## src/shared/gcr_consts.svh

```systemverilog
// constants of the gyro command register block
`ifndef GCR_CONSTS_SVH
`define GCR_CONSTS_SVH
`define GCR_CMD_ADDR      7'h7E
`define GCR_ERR_ADDR      7'h02
`define GCR_CMD_RESET     8'h00
`define GCR_CODE_FOC      8'h03
`define GCR_CODE_TMP_SUSP 8'h10
`define GCR_CODE_TMP_NORM 8'h11
`define GCR_CODE_SUSP     8'h14
`define GCR_CODE_NORM     8'h15
`define GCR_CODE_RES      8'h16
`define GCR_CODE_FSUP     8'h17
`define GCR_CODE_PROG_NVM 8'hA0
`define GCR_CODE_FLUSH    8'hB0
`define GCR_CODE_SRST     8'hB6
`define GCR_PMU_MASK      8'hFC
`define GCR_PMU_BASE      8'h14
`define GCR_DROP_BIT      6
`define GCR_PMU_SUSP      2'h0
`define GCR_PMU_NORM      2'h1
`define GCR_PMU_FSUP      2'h3
`define GCR_STARTUP_MS    80
`define GCR_CLK_KHZ       100000
`define GCR_STARTUP_CYC   (`GCR_STARTUP_MS * `GCR_CLK_KHZ)
`define GCR_CNT_W         24
`endif

```

## src/shared/gcr_pkg.sv

```systemverilog
// types of the gyro command register block
`default_nettype none
package gcr_pkg;
  typedef enum logic [3:0] {
    GCR_IDLE  = 4'b0001,
    GCR_BUSY  = 4'b0010,
    GCR_WAIT  = 4'b0100,
    GCR_RESET = 4'b1000
  } gcr_state_t;
endpackage
`default_nettype wire

```

## src/logic/gcr_busy_timer.sv

```systemverilog
// down counter that times how long a command keeps the register occupied
`timescale 1ns/10ps
`default_nettype none
module gcr_busy_timer #(
  parameter int W = 24
) (
  input  wire logic         ref_clk,
  input  wire logic         rst_b,
  input  wire logic         clk_en,
  input  wire logic         load,
  input  wire logic [W-1:0] load_val,
  input  wire logic         ext_busy,
  output logic              done
);
  typedef struct packed {
    logic [W-1:0] cnt;
  } gcr_tmr_t;
  gcr_tmr_t s_q;
  gcr_tmr_t s_d;

  // reload wins over counting; an external busy holds the count
  always_comb
  begin
    s_d = s_q;
    if (load)
      s_d.cnt = load_val;
    else if (s_q.cnt != '0 && !ext_busy)
      s_d.cnt = s_q.cnt - W'(1);
  end

  always_ff @(posedge ref_clk or negedge rst_b)
  begin
    if (!rst_b)
      s_q <= '0;
    else if (clk_en)
      s_q <= s_d;
  end

  assign done = (s_q.cnt == '0) && !ext_busy && !load;
endmodule // gcr_busy_timer
`default_nettype wire

```

## src/logic/gcr_command_register.sv

```systemverilog
// gyro command register: decode, occupied tracking and operation strobes
//
// Functional notes
// - 8-bit write-only command register at 0x7E, resets to 0x00.
// - writes while busy are dropped, except soft reset 0xB6.
// - a dropped write sets the drop error flag in register 0x02.
// - suspend to normal or fast start-up holds busy up to 80 ms.
// - 0x03 starts fast offset calibration, results go to offsets.
// - codes 0001_01nn set gyro power mode, nn as status field.
// - 0x10 temporary suspend, 0x11 temporary normal, needed before nvm.
// - 0x14 suspend, 0x15 normal, 0x17 fast start-up; 0x16 reserved.
// - 0xA0 copies nvm-backed registers into nvm.
// - 0xB0 flushes buffer, leaves buffer configuration untouched.
// - 0xB6 triggers full reset and reboot, settings reload.
// - undefined codes are ignored.
// - register works in every power mode, suspend included.
`timescale 1ns/10ps
`default_nettype none
`include "gcr_consts.svh"
module gcr_command_register #(
  parameter int STARTUP_CYC = `GCR_STARTUP_CYC
) (
  input  wire logic       ref_clk,
  input  wire logic       rst_b,
  input  wire logic       clk_en,
  input  wire logic       wr_en,
  input  wire logic [6:0] wr_addr,
  input  wire logic [7:0] wr_data,
  input  wire logic       err_rd,
  input  wire logic       op_busy,
  output logic            cmd_busy,
  output logic            drop_cmd_err,
  output logic            foc_start,
  output logic            pmu_set,
  output logic [1:0]      pmu_mode,
  output logic            pmu_temp,
  output logic            nvm_prog,
  output logic            buf_flush,
  output logic            soft_reset
);
  typedef struct packed {
    gcr_pkg::gcr_state_t st;
    logic [7:0]          cmd;
    logic                drop_err;
    logic                foc;
    logic                pmu;
    logic [1:0]          mode;
    logic [1:0]          cur_mode;
    logic                temp;
    logic                nvm;
    logic                flush;
    logic                srst;
    logic                busy;
  } gcr_state_s_t;

  gcr_state_s_t s_q;
  gcr_state_s_t s_d;
  logic         tmr_load;
  logic [`GCR_CNT_W-1:0] tmr_val;
  logic         tmr_done;
  logic         cmd_wr;
  logic         busy;

  gcr_busy_timer #(.W(`GCR_CNT_W)) u_timer (
    .ref_clk  (ref_clk),
    .rst_b    (rst_b),
    .clk_en   (clk_en),
    .load     (tmr_load),
    .load_val (tmr_val),
    .ext_busy (op_busy),
    .done     (tmr_done)
  );

  assign cmd_wr = wr_en && (wr_addr == `GCR_CMD_ADDR);
  assign busy   = s_q.busy;

  // decode; strobes are one cycle wide, busy lasts until the timer ends
  always_comb
  begin
    s_d       = s_q;
    s_d.foc   = 1'b0;
    s_d.pmu   = 1'b0;
    s_d.nvm   = 1'b0;
    s_d.flush = 1'b0;
    s_d.srst  = 1'b0;
    tmr_load  = 1'b0;
    tmr_val   = `GCR_CNT_W'(1);
    // reading the error register clears the flag, a new drop wins
    if (err_rd && wr_addr == `GCR_ERR_ADDR)
      s_d.drop_err = 1'b0;
    case (s_q.st)
      gcr_pkg::GCR_BUSY:
      begin
        s_d.st = gcr_pkg::GCR_WAIT;
      end
      gcr_pkg::GCR_WAIT:
      begin
        if (tmr_done)
          s_d.st = gcr_pkg::GCR_IDLE;
      end
      gcr_pkg::GCR_RESET:
      begin
        // reboot reload of settings is done by the system on the strobe
        if (tmr_done)
        begin
          s_d          = '0;
          s_d.st       = gcr_pkg::GCR_IDLE;
        end
      end
      default:
      begin
        s_d.st = gcr_pkg::GCR_IDLE;
      end
    endcase
    // no power-mode gating: accepted in suspend too
    if (cmd_wr)
    begin
      if (wr_data == `GCR_CODE_SRST)
      begin
        s_d.cmd  = wr_data;
        s_d.srst = 1'b1;
        s_d.st   = gcr_pkg::GCR_RESET;
        tmr_load = 1'b1;
      end
      else if (busy)
        s_d.drop_err = 1'b1;
      else
      begin
        s_d.cmd = wr_data;
        if (wr_data == `GCR_CODE_FOC)
        begin
          s_d.foc = 1'b1;
          s_d.st  = gcr_pkg::GCR_BUSY;
          tmr_load = 1'b1;
        end
        else if (wr_data == `GCR_CODE_TMP_SUSP ||
                 wr_data == `GCR_CODE_TMP_NORM)
        begin
          s_d.pmu  = 1'b1;
          s_d.temp = 1'b1;
          s_d.mode = {1'b0, wr_data[0]};
          s_d.st   = gcr_pkg::GCR_BUSY;
          tmr_load = 1'b1;
        end
        else if ((wr_data & `GCR_PMU_MASK) == `GCR_PMU_BASE &&
                 wr_data != `GCR_CODE_RES)
        begin
          s_d.pmu      = 1'b1;
          s_d.temp     = 1'b0;
          s_d.mode     = wr_data[1:0];
          s_d.cur_mode = wr_data[1:0];
          s_d.st       = gcr_pkg::GCR_BUSY;
          tmr_load     = 1'b1;
          // waking from suspend takes the long start-up time
          if (s_q.cur_mode == `GCR_PMU_SUSP &&
              wr_data[1:0] != `GCR_PMU_SUSP)
            tmr_val = `GCR_CNT_W'(STARTUP_CYC);
        end
        else if (wr_data == `GCR_CODE_PROG_NVM)
        begin
          s_d.nvm  = 1'b1;
          s_d.st   = gcr_pkg::GCR_BUSY;
          tmr_load = 1'b1;
        end
        else if (wr_data == `GCR_CODE_FLUSH)
        begin
          s_d.flush = 1'b1;
          s_d.st    = gcr_pkg::GCR_BUSY;
          tmr_load  = 1'b1;
        end
        // any other code leaves everything as is
        else
          s_d.cmd = s_q.cmd;
      end
    end
    // busy has its own flop so the port needs no state decode
    s_d.busy = (s_d.st != gcr_pkg::GCR_IDLE);
  end

  always_ff @(posedge ref_clk or negedge rst_b)
  begin
    if (!rst_b)
    begin
      s_q     <= '0;
      s_q.st  <= gcr_pkg::GCR_IDLE;
      s_q.cmd <= `GCR_CMD_RESET;
    end
    else if (clk_en)
      s_q <= s_d;
  end

  // outputs straight from state flops
  assign cmd_busy     = s_q.busy;
  assign drop_cmd_err = s_q.drop_err;
  assign foc_start    = s_q.foc;
  assign pmu_set      = s_q.pmu;
  assign pmu_mode     = s_q.mode;
  assign pmu_temp     = s_q.temp;
  assign nvm_prog     = s_q.nvm;
  assign buf_flush    = s_q.flush;
  assign soft_reset   = s_q.srst;
endmodule // gcr_command_register
`default_nettype wire

```

## config.mk

```make
export PLATFORM = sky130hd
export DESIGN_NAME = gcr_command_register
export DESIGN_NICKNAME = d
export VERILOG_FILES = /design/src/shared/gcr_pkg.sv /design/src/logic/gcr_busy_timer.sv /design/src/logic/gcr_command_register.sv
export VERILOG_INCLUDE_DIRS = /design/src /design/src/shared
export SDC_FILE = /design/constraint.sdc
export NUM_CORES = 1
export LEC_CHECK = 0
export BUFFER_PORTS_ARGS = -buffer_cell sky130_fd_sc_hd__buf_2
export CORE_AREA = 5 5 69 71
export DETAILED_ROUTE_END_ITERATION = 7
export DIE_AREA = 0 0 74 76
export GPL_ROUTABILITY_DRIVEN = 0
export PLACE_DENSITY = 0.84
export SYNTH_ARGS = -nofsm -noshare
export SYNTH_HDL_FRONTEND = slang
export SYNTH_SLANG_ARGS = --single-unit
```

## constraint.sdc

```tcl
create_clock -name ref_clk -period 5.3 [get_ports ref_clk]
set_input_delay 0.265 -clock ref_clk [delete_from_list [all_inputs] [get_ports ref_clk]]
set_output_delay 0.265 -clock ref_clk [all_outputs]
set_load 0.005 [all_outputs]
```

==> results.json, run 1 <==
{
  "status": "completed",
  "critPathRequiredTime_ns": 5.46,
  "cts-resized-gates": 0,
  "yosys.cell_count.top_type": "dfrtp_1",
  "htreeDepth": 2,
  "path_buf_inv": 0,
  "p_leak_nw": 1.07,
  "synth_area_um2": 2410,
  "drc": 0,
  "synthCells": 263,
  "highest_layer": "met4",
  "root_buffer": "clkbuf_8",
  "drive_above_1_share": 0.166,
  "cp_common_cell": "or4_4",
  "synth_nets": 286,
  "rsz0062_at_grt": "no",
  "drt_pre_antenna_iters": 5,
  "yosysUniqueCellTypes": 54,
  "routed-wl-met3_um": 357,
  "worstPathCellList": "or4_4, or4_4, o311ai_4, o21ai_2, o211ai_1, o21ai_1",
  "cts_max_path_buffers": 2,
  "nets": 311,
  "cts_buffers": 5,
  "initial_core_util": 0.577,
  "syn_avg_cell_area_um2": 9.16,
  "ys_ff_latch": 40,
  "hpwl_um": 3790,
  "drtIter0Drc": 248,
  "worst_pin_slew_ns": 1.03,
  "cap_violations": 0,
  "ctsHoldBuffers": 0,
  "cp_max_fo": 19,
  "min_period_over_period": 0.563,
  "slowest_delay_ns": 0.68,
  "synth_sequential_area_ratio": 0.416,
  "die-area_um2": 5620,
  "arrival_ns": 3.14,
  "wl_um": 5340,
  "routed-wl-met2_um": 2480,
  "yosys.area.top_type": "dfrtp_1",
  "fp.dieW_um": 74,
  "clk_latency_ns": 0.29,
  "synth_common_cells": "dfrtp_1 (39), nor2_1 (28), o21ai_0 (16)",
  "routed-via-count": 2161,
  "power_density_nw_per_um2": 373,
  "crit_family": "compound AO/OA/AOI/OAI gates",
  "placementRows": 24,
  "endpoint_kind": "flip-flop",
  "slew_headroom": 0.312,
  "grt_max_degree": 41,
  "fin_skew_ns": 0.00706,
  "wl_per_cell_um": 15.7,
  "synth_edf_count": 0,
  "synth_top_area_share": 0.405,
  "grt_pass1_wl_um": 9610,
  "postPlaceCellArea_um2": 2560,
  "ys.flop_type": "dfrtp_1",
  "setup_viol": 0,
  "async_flop_share": 1.00,
  "detail-route-antenna-nets": 0,
  "synth.area.top_cells": "dfrtp_1 (40%), xnor2_1 (4.7%), nor2_1 (4.4%), nor4_1 (3.9%), o21ai_0 (3.3%)",
  "antenna_found_initial": 0,
  "report.final.slew_viol_count": 0,
  "num-fill-cells": 339,
  "io_buffer_count": 30,
  "die_h_um": 76,
  "setup_tns_ns": 0,
  "first_global_vias": 2095,
  "ys_warn_count": 0,
  "start_kind": "flip-flop",
  "clock-sinks": 40,
  "finish.instance_area_um2": 2660,
  "via_per_inst": 6.34,
  "hold_viol": 0,
  "globalRoute.totalOverflow": 0,
  "worst_ir_drop_vdd_v": 0.000150,
  "grt.total_usage": 0.212,
  "path_class": "flip-flop to flip-flop",
  "ios": 31,
  "crit_slowest_cell": "o311ai_4",
  "tritoncts": "done",
  "cts_setup_buffers": 0,
  "area_growth_pct": 10.2,
  "core_um2": 4170,
  "hp-class": "input pin to async pin",
  "path_clk_slew_ns": 0.07,
  "post-route-min-period_ns": 2.98,
  "antenna_cells": 0,
  "wl_met1_um": 2440,
  "fmax_mhz": 335
}
==> placed cells by master (no fill, tap or decap), types with 6 or more instances in the layout <==
master,instances
a22o_1,9
xnor2_1,13
o21ai_0,16
inv_1,10
buf_2,30
nor3_1,13
nand3_1,11
dfrtp_1,39
nand2_1,11
a21oi_1,6
nor4_1,15
clkbuf_8,6
or3_1,10
nor2_1,28
==> cell families (layout without fill, tap and decap cells) <==
logic type,count (synthesis),count (layout),synth area share
xor+xnor,14,14,0.0509
compound gates,59,59,0.186
buf+inv,23,49,0.0436
simple gates,123,123,0.285
fa+ha+maj,2,2,0.0104
mux,2,2,0.00883
flops,40,40,0.416
==> stage by stage <==
step           hold slack (ns)  setup slack (ns)  utilization  cells  power, mW
3_5_place_dp             0.438              2.35        0.615    333      0.784
6_report                0.0834              2.32        0.636    341      0.991
3_3_place_gp             0.430              2.41        0.615    333      0.775
5_1_grt                  0.156              2.16        0.636    341       1.07
2_1_floorplan          -0.0306              2.81            -    263      0.706
4_1_cts                  0.115              2.36        0.636    341      0.996
==> area by class of cell <==
class | count | area [um2] | area share
Inverter | 10 | 37.5 | 0.0141
Sequential cell | 40 | 1000 | 0.377
Clock buffer | 8 | 90.1 | 0.0339
Multi-Input combinational cell | 200 | 1300 | 0.491
Timing Repair Buffer | 31 | 158 | 0.0594
Tap cell | 52 | 65.1 | 0.0245
==> worst paths after layout <==
path | start | to | slack, ns | cells past startpoint
hold / removal | rst_b | u_timer.s_q[13]$_DFFE_PN0P_ | 0.08 | 1
min in group ref_clk | wr_data[3] | nvm_prog$_DFFE_PN0P_ | 0.27 | 2
setup reg to reg | u_timer.s_q[19]$_DFFE_PN0P_ | u_timer.s_q[0]$_DFFE_PN0P_ | 2.32 | 6
hold reg to reg | s_q[20]$_DFFE_PN1P_ | s_q[20]$_DFFE_PN1P_ | 0.49 | 2
setup / recovery | u_timer.s_q[19]$_DFFE_PN0P_ | u_timer.s_q[0]$_DFFE_PN0P_ | 2.32 | 6
max in group asynchronous | rst_b | buf_flush$_DFFE_PN0P_ | 4.67 | 1
==> flip-flops by register name, indices dropped and copies added (netlist names) <==
name and count:
soft_reset 1, s_q 6, foc_start 1, cmd_busy 1, buf_flush 1, drop_cmd_err 1, pmu_temp 1, u_timer.s_q 24
pmu_mode 2, pmu_set 1, nvm_prog 1
==> where the power goes <==
| part | switching (mW) | leakage (nW) | total [mW] | internal, mW |
|---|---|---|---|---|
| Combinational | 0.164 | 0.528 | 0.303 | 0.140 |
| Sequential | 0.0898 | 0.495 | 0.480 | 0.391 |
| Clock | 0.101 | 0.0455 | 0.207 | 0.106 |
==> metal layers <==
metal / GRT usage / vias up
li1: - / 1032
met1: 0.306 / 1028
met2: 0.313 / 92
met3: 0.0541 / 9
met4: 0.0634 / 0
met5: 0 / -
No activity file was read; power rests on OpenSTA's default activity.
==> inputs of run 2 (changes only) <==
--- a/config.mk
+++ b/config.mk
@@ -7,11 +7,11 @@
 export NUM_CORES = 1
 export LEC_CHECK = 0
 export BUFFER_PORTS_ARGS = -buffer_cell sky130_fd_sc_hd__buf_2
-export CORE_AREA = 5 5 69 71
+export CORE_AREA = 5 5 71 73
 export DETAILED_ROUTE_END_ITERATION = 7
-export DIE_AREA = 0 0 74 76
+export DIE_AREA = 0 0 76 78
 export GPL_ROUTABILITY_DRIVEN = 0
-export PLACE_DENSITY = 0.84
+export PLACE_DENSITY = 0.8
 export SYNTH_ARGS = -nofsm -noshare
 export SYNTH_HDL_FRONTEND = slang
 export SYNTH_SLANG_ARGS = --single-unit
==> constraint.sdc (replaced) <==
create_clock -name ref_clk -period 2.84 [get_ports ref_clk]
set_input_delay 0.142 -clock ref_clk [delete_from_list [all_inputs] [get_ports ref_clk]]
set_output_delay 0.142 -clock ref_clk [all_outputs]
set_load 0.005 [all_outputs]
==> results.json, run 2 (synthesis gave the netlist of run 1 again) <==
{
  "drc": 0,
  "rsz0062_at_grt": "no",
  "initial_core_util": 0.561,
  "cp_common_cell": "or4_4",
  "holdWs_ns": 0.153,
  "arrival_ns": 2.76,
  "ios": 31,
  "worst_pin_slew_ns": 0.874,
  "area_growth_pct": 12.8,
  "switching_share": 0.360,
  "p_int_mw": 1.20,
  "netSwitchingPower_uw": 674,
  "fmax_mhz": 386,
  "endpoint_kind": "flip-flop",
  "antenna_cells": 0,
  "drt_pre_antenna_iters": 4,
  "path_clk_slew_ns": 0.08,
  "htreeDepth": 2,
  "die_h_um": 78,
  "placementRows": 24,
  "seqPwrFrac": 0.480,
  "p_total_mw": 1.87,
  "grt_max_degree": 41,
  "hpwl_um": 3970,
  "post-route-min-period_ns": 2.59,
  "pwr-share-clk": 0.208,
  "setup_tns_ns": 0,
  "wl_um": 5630,
  "grt.total_usage": 0.191,
  "worst_ir_drop_vdd_v": 0.000271,
  "tritoncts": "done",
  "mostFrequentLayoutCells": "dfrtp_1 (39), buf_2 (30), nor2_1 (28)",
  "routed-via-count": 2167,
  "via_per_inst": 6.21,
  "clk_latency_ns": 0.29,
  "wl_per_cell_um": 16.1,
  "clock-sinks": 40,
  "globalRoute.totalOverflow": 0,
  "cts-resized-gates": 0,
  "status": "completed",
  "fp.dieW_um": 76,
  "min_period_over_period": 0.913,
  "top_register": "u_timer.s_q",
  "power_density_nw_per_um2": 689,
  "io_buffer_count": 30,
  "cap_violations": 0,
  "fin_skew_ns": 0.00704,
  "final_common_cell": "dfrtp_1",
  "largest_register_ffs": 24,
  "antenna_found_initial": 0,
  "path_class": "flip-flop to flip-flop",
  "grt_pass1_wl_um": 9380,
  "report.final.slew_viol_count": 0,
  "cts_max_path_buffers": 2,
  "comb_power_share": 0.312,
  "crit_slowest_cell": "or4_4",
  "start_kind": "flip-flop",
  "setup_viol": 0,
  "critPathRequiredTime_ns": 3.01,
  "fin_ws_ns": 0.247,
  "cts_buffers": 5,
  "nets": 319,
  "p_leak_nw": 1.11,
  "detail-route-antenna-nets": 0,
  "first_global_vias": 2088,
  "core_um2": 4290,
  "drive_above_1_share": 0.185,
  "die-area_um2": 5930,
  "hold_viol": 0,
  "hp-class": "input pin to flip-flop",
  "slowest_delay_ns": 0.55,
  "cp_max_fo": 6,
  "slew_headroom": 0.408,
  "root_buffer": "clkbuf_8",
  "worstPathCellList": "or4_4, or4_4, nor4_1, o311ai_1, a221o_1",
  "drtIter0Drc": 158,
  "pre_cts_slack_ns": 0.268
}
## run 2: stage by stage
| step | instances | cell area, um2 | utilization |
|---|---|---|---|
| floorplan | 263 | 2410 | - |
| global placement | 340 | 2620 | 0.610 |
| detailed placement | 340 | 2620 | 0.610 |
| CTS | 349 | 2720 | 0.633 |
| global route | 349 | 2720 | 0.633 |
| finish | 349 | 2720 | 0.633 |
## run 2: power by group through the flow
stage	combinational, mW	sequential (mW)	clock [mW]
2_1_floorplan	0.457	0.860	0
3_3_place_gp	0.563	0.895	0
3_5_place_dp	0.578	0.904	0
4_1_cts	0.584	0.893	0.396
5_1_grt	0.649	0.919	0.422
6_report	0.585	0.900	0.389
## run 2: what timing repair did
| item | in CTS | in global routing |
|---|---|---|
| buffers inserted | 0 | 0 |
| endpoints found under the setup margin | 0 | 0 |
| hold buffers | 1 | 0 |
| endpoints found under the hold margin | 25 | 0 |
## run 2: layer usage
layer  track usage  wire (um)
met1         0.257       2630
met2         0.303       2590
met3        0.0405        358
met4        0.0676         56
met5             0          0
## run 2: worst max-delay path: cells and delay by family, from the launching register on
family | cells | cell delay, ns
flip-flops | 1 | 0.41
AO/OA/AOI/OAI | 2 | 0.69
AND/OR/NAND/NOR | 3 | 1.37
## run 2: final timing paths
kind / from / to / slack, ns / cells past startpoint
hold / removal: wr_data[3] / nvm_prog$_DFFE_PN0P_ / 0.15 / 2
max in group asynchronous: rst_b / buf_flush$_DFFE_PN0P_ / 1.79 / 2
setup reg to reg: u_timer.s_q[19]$_DFFE_PN0P_ / drop_cmd_err$_DFFE_PN0P_ / 0.25 / 5
min in group asynchronous: rst_b / u_timer.s_q[13]$_DFFE_PN0P_ / 0.50 / 2
setup / recovery: u_timer.s_q[19]$_DFFE_PN0P_ / drop_cmd_err$_DFFE_PN0P_ / 0.25 / 5
hold reg to reg: pmu_set$_DFFE_PN0P_ / pmu_set$_DFFE_PN0P_ / 0.50 / 2
## run 2: cell type report
cell class	count	area, um2
flip-flops and latches	40	1000
inverters	10	37.5
well taps	52	65.1
fillers	367	1580
repair buffers	39	220
multi-input cells	200	1300
clock buffers	8	90.1
==> inputs of run 3 (changes only) <==
--- a/config.mk
+++ b/config.mk
@@ -7,11 +7,12 @@
 export NUM_CORES = 1
 export LEC_CHECK = 0
 export BUFFER_PORTS_ARGS = -buffer_cell sky130_fd_sc_hd__buf_2
-export CORE_AREA = 5 5 71 73
+export CORE_AREA = 5 5 73 75
 export DETAILED_ROUTE_END_ITERATION = 7
-export DIE_AREA = 0 0 76 78
+export DIE_AREA = 0 0 78 80
 export GPL_ROUTABILITY_DRIVEN = 0
-export PLACE_DENSITY = 0.8
+export PLACE_DENSITY = 0.85
 export SYNTH_ARGS = -nofsm -noshare
 export SYNTH_HDL_FRONTEND = slang
+export SYNTH_HIERARCHICAL = 1
 export SYNTH_SLANG_ARGS = --single-unit
==> results.json, run 3 <==
{
  "status": "completed",
  "final_cells": 383,
  "mostFrequentLayoutCells": "dfrtp_1 (39), buf_2 (30), nand2_1 (24)",
  "via_per_inst": 6.37,
  "arrival_ns": 2.83,
  "synth_sequential_area_ratio": 0.386,
  "report.final.slew_viol_count": 0,
  "timing.rr.end": "u_timer/s_q[18]$_DFFE_PN0P_",
  "die-area_um2": 6240,
  "antenna_found_initial": 0,
  "yosys.cell_count.top_type": "dfrtp_1",
  "cts_buffers": 5,
  "die_h_um": 80,
  "path_class": "flip-flop to flip-flop",
  "ff2ff_path_depth": 7,
  "post-route-min-period_ns": 2.65,
  "p_total_mw": 1.47,
  "clk_latency_ns": 0.30,
  "clock-sinks": 40,
  "crit_slowest_cell": "or4b_1",
  "hp-class": "input pin to flip-flop",
  "root_buffer": "clkbuf_8",
  "slew_headroom": 0.406,
  "min_period_over_period": 0.934,
  "post-route-util": 0.654,
  "async_flop_share": 1.00,
  "drc": 0,
  "start_kind": "flip-flop",
  "cap_violations": 0,
  "hold_end": "foc_start$_DFFE_PN0P_",
  "synthCells": 284,
  "ys_ff_latch": 40,
  "wl_per_cell_um": 16.8,
  "netSwitchingPower_uw": 419,
  "pwr-share-clk": 0.352,
  "min_from": "wr_data[4]",
  "slowest_delay_ns": 0.57,
  "area_growth_pct": 16.0,
  "endpoint_kind": "flip-flop",
  "multi_input_area_um2": 1550,
  "hold_viol": 0,
  "top_register": "u_timer/s_q",
  "nets": 351,
  "path_clk_slew_ns": 0.08,
  "min_path_cells": 2,
  "drive_above_1_share": 0.207,
  "worst_pin_slew_ns": 0.890,
  "cp_max_fo": 6,
  "num-fill-cells": 364,
  "power_density_nw_per_um2": 489,
  "syn_avg_cell_area_um2": 9.13,
  "initial_core_util": 0.564,
  "p_int_mw": 1.05,
  "synth_edf_count": 0,
  "synth_area_um2": 2590,
  "hpwl_um": 4490,
  "drtIter0Drc": 222,
  "setup_tns_ns": 0,
  "setup_viol": 0,
  "seq_area_um2": 1000,
  "placementRows": 25,
  "ys.flop_type": "dfrtp_1",
  "grt.total_usage": 0.220,
  "synth_common_cells": "dfrtp_1 (39), nand2_1 (24), nor2_1 (17)",
  "detail-route-antenna-nets": 0,
  "tritoncts": "done",
  "antenna_cells": 0,
  "holdWs_ns": 0.155,
  "highest_layer": "met4",
  "wl_um": 6440,
  "grt_pass1_wl_um": 11000,
  "wl_met1_um": 2880,
  "r2r_setup_slack_ns": 0.19,
  "first_global_vias": 2331,
  "cts_max_path_buffers": 2,
  "routed-wl-met3_um": 380,
  "drt_pre_antenna_iters": 5,
  "r2r-start": "u_timer/s_q[0]$_DFFE_PN0P_",
  "seqPwrFrac": 0.468,
  "p_leak_nw": 1.23,
  "ys_warn_count": 6,
  "synth.area.top_cells": "dfrtp_1 (38%), nand2_1 (3.5%), a21oi_1 (2.7%), nor2_1 (2.5%), nor4_1 (2.2%)",
  "fin_skew_ns": 0.00621,
  "worstPathCellList": "inv_1, ha_1, or4b_1, or4_1, a211oi_2, mux2i_1, nand2_1",
  "comb_power_share": 0.181,
  "dpl.cell_count": 374,
  "rsz0062_at_grt": "no",
  "yosysUniqueCellTypes": 71,
  "synth_top_area_share": 0.376,
  "globalRoute.totalOverflow": 0,
  "grt_max_degree": 41,
  "fp.dieW_um": 78,
  "worst_ir_drop_vdd_v": 0.000313,
  "core_um2": 4600,
  "final_common_cell": "dfrtp_1",
  "routed-wl-met2_um": 3080,
  "fmax_mhz": 377,
  "htreeDepth": 2,
  "ios": 31,
  "yosys.area.top_type": "dfrtp_1",
  "switching_share": 0.285,
  "critPathRequiredTime_ns": 3.02,
  "routed-via-count": 2440,
  "largest_register_ffs": 24,
  "io_buffer_count": 30
}
[run 3: cell types whose count changed after synthesis, sizes merged, moves of 6 or more]
| cell | change |
|---|---|
| nor2 | -11 |
| a21oi | +8 |
| a22o | -7 |
| a31oi | +8 |
| xnor2 | -12 |
| o22ai | +6 |
| o311ai | +7 |
| nand2 | +13 |
| o21ai | -8 |
[run 3: worst max-delay path: cells and delay by family (launching register included)]
family          cells  cell delay (ns)
mux                 1             0.26
flops               1             0.43
simple gates        3             1.19
fa+ha+maj           1             0.21
compound gates      1             0.28
buf+inv             1             0.14
[run 3: power groups by stage]
stage | clock network [mW] | logic [mW] | registers, mW
after global routing | 0.550 | 0.300 | 0.698
after global placement | 0 | 0.253 | 0.694
final | 0.517 | 0.266 | 0.689
after floorplan | 0 | 0.187 | 0.682
after CTS | 0.526 | 0.263 | 0.685
after detailed placement | 0 | 0.258 | 0.697
[run 3: logic make-up (layout without fill, tap and decap cells)]
family | count (synthesis) | in the layout | share of synthesized area
AND/OR/NAND/NOR | 126 | 126 | 0.303
AO/OA/AOI/OAI | 84 | 84 | 0.237
flip-flops | 40 | 40 | 0.386
buffers and inverters | 26 | 55 | 0.0424
multiplexers | 4 | 4 | 0.0159
adder cells (fa/ha/maj) | 2 | 2 | 0.00965
other | 1 | 17 | 0.00145
XOR/XNOR | 1 | 1 | 0.00338
[run 3: worst max path at each step]
stage / start / endpoint / slack [ns] / cells past startpoint
after global placement: u_timer/s_q[11]$_DFFE_PN0P_ / s_q[5]$_DFFE_PN0P_ / 0.27 / 6
after detailed placement: u_timer/s_q[11]$_DFFE_PN0P_ / s_q[5]$_DFFE_PN0P_ / 0.18 / 6
final: u_timer/s_q[0]$_DFFE_PN0P_ / u_timer/s_q[18]$_DFFE_PN0P_ / 0.19 / 7
after CTS: u_timer/s_q[0]$_DFFE_PN0P_ / u_timer/s_q[18]$_DFFE_PN0P_ / 0.14 / 7
after floorplan: wr_data[1] / cmd_busy$_DFFE_PN0P_ / 0.07 / 16
after global routing: u_timer/s_q[0]$_DFFE_PN0P_ / u_timer/s_q[18]$_DFFE_PN0P_ / 0.01 / 7
[run 3: repair_timing]
action	4_1_cts	5_1_grt
setup buffers	0	0
resized for setup	0	3
endpoints found under the setup margin	0	2
hold endpoints to repair	32	0
hold buffers	1	0
[run 3: through the flow]
step,area (um2),setup slack [ns]
global placement,2860,0.266
floorplan,2660,0.0654
detailed placement,2860,0.180
global route,3010,0.00962
CTS,3000,0.135
finish,3010,0.189
[run 3: routing by layer]
metal	vias to the layer above	GRT usage
met5	-	0
met4	0	0.0811
met3	11	0.0508
met2	86	0.351
met1	1167	0.290
li1	1176	-
[run 3: layout make-up]
type                    count  share of cell area
repair buffers             38              0.0749
flip-flops and latches     40               0.333
well taps                  54              0.0225
clock buffers               7              0.0320
clock inverters             1             0.00998
inverters                   9              0.0112
multi-input cells         234               0.516
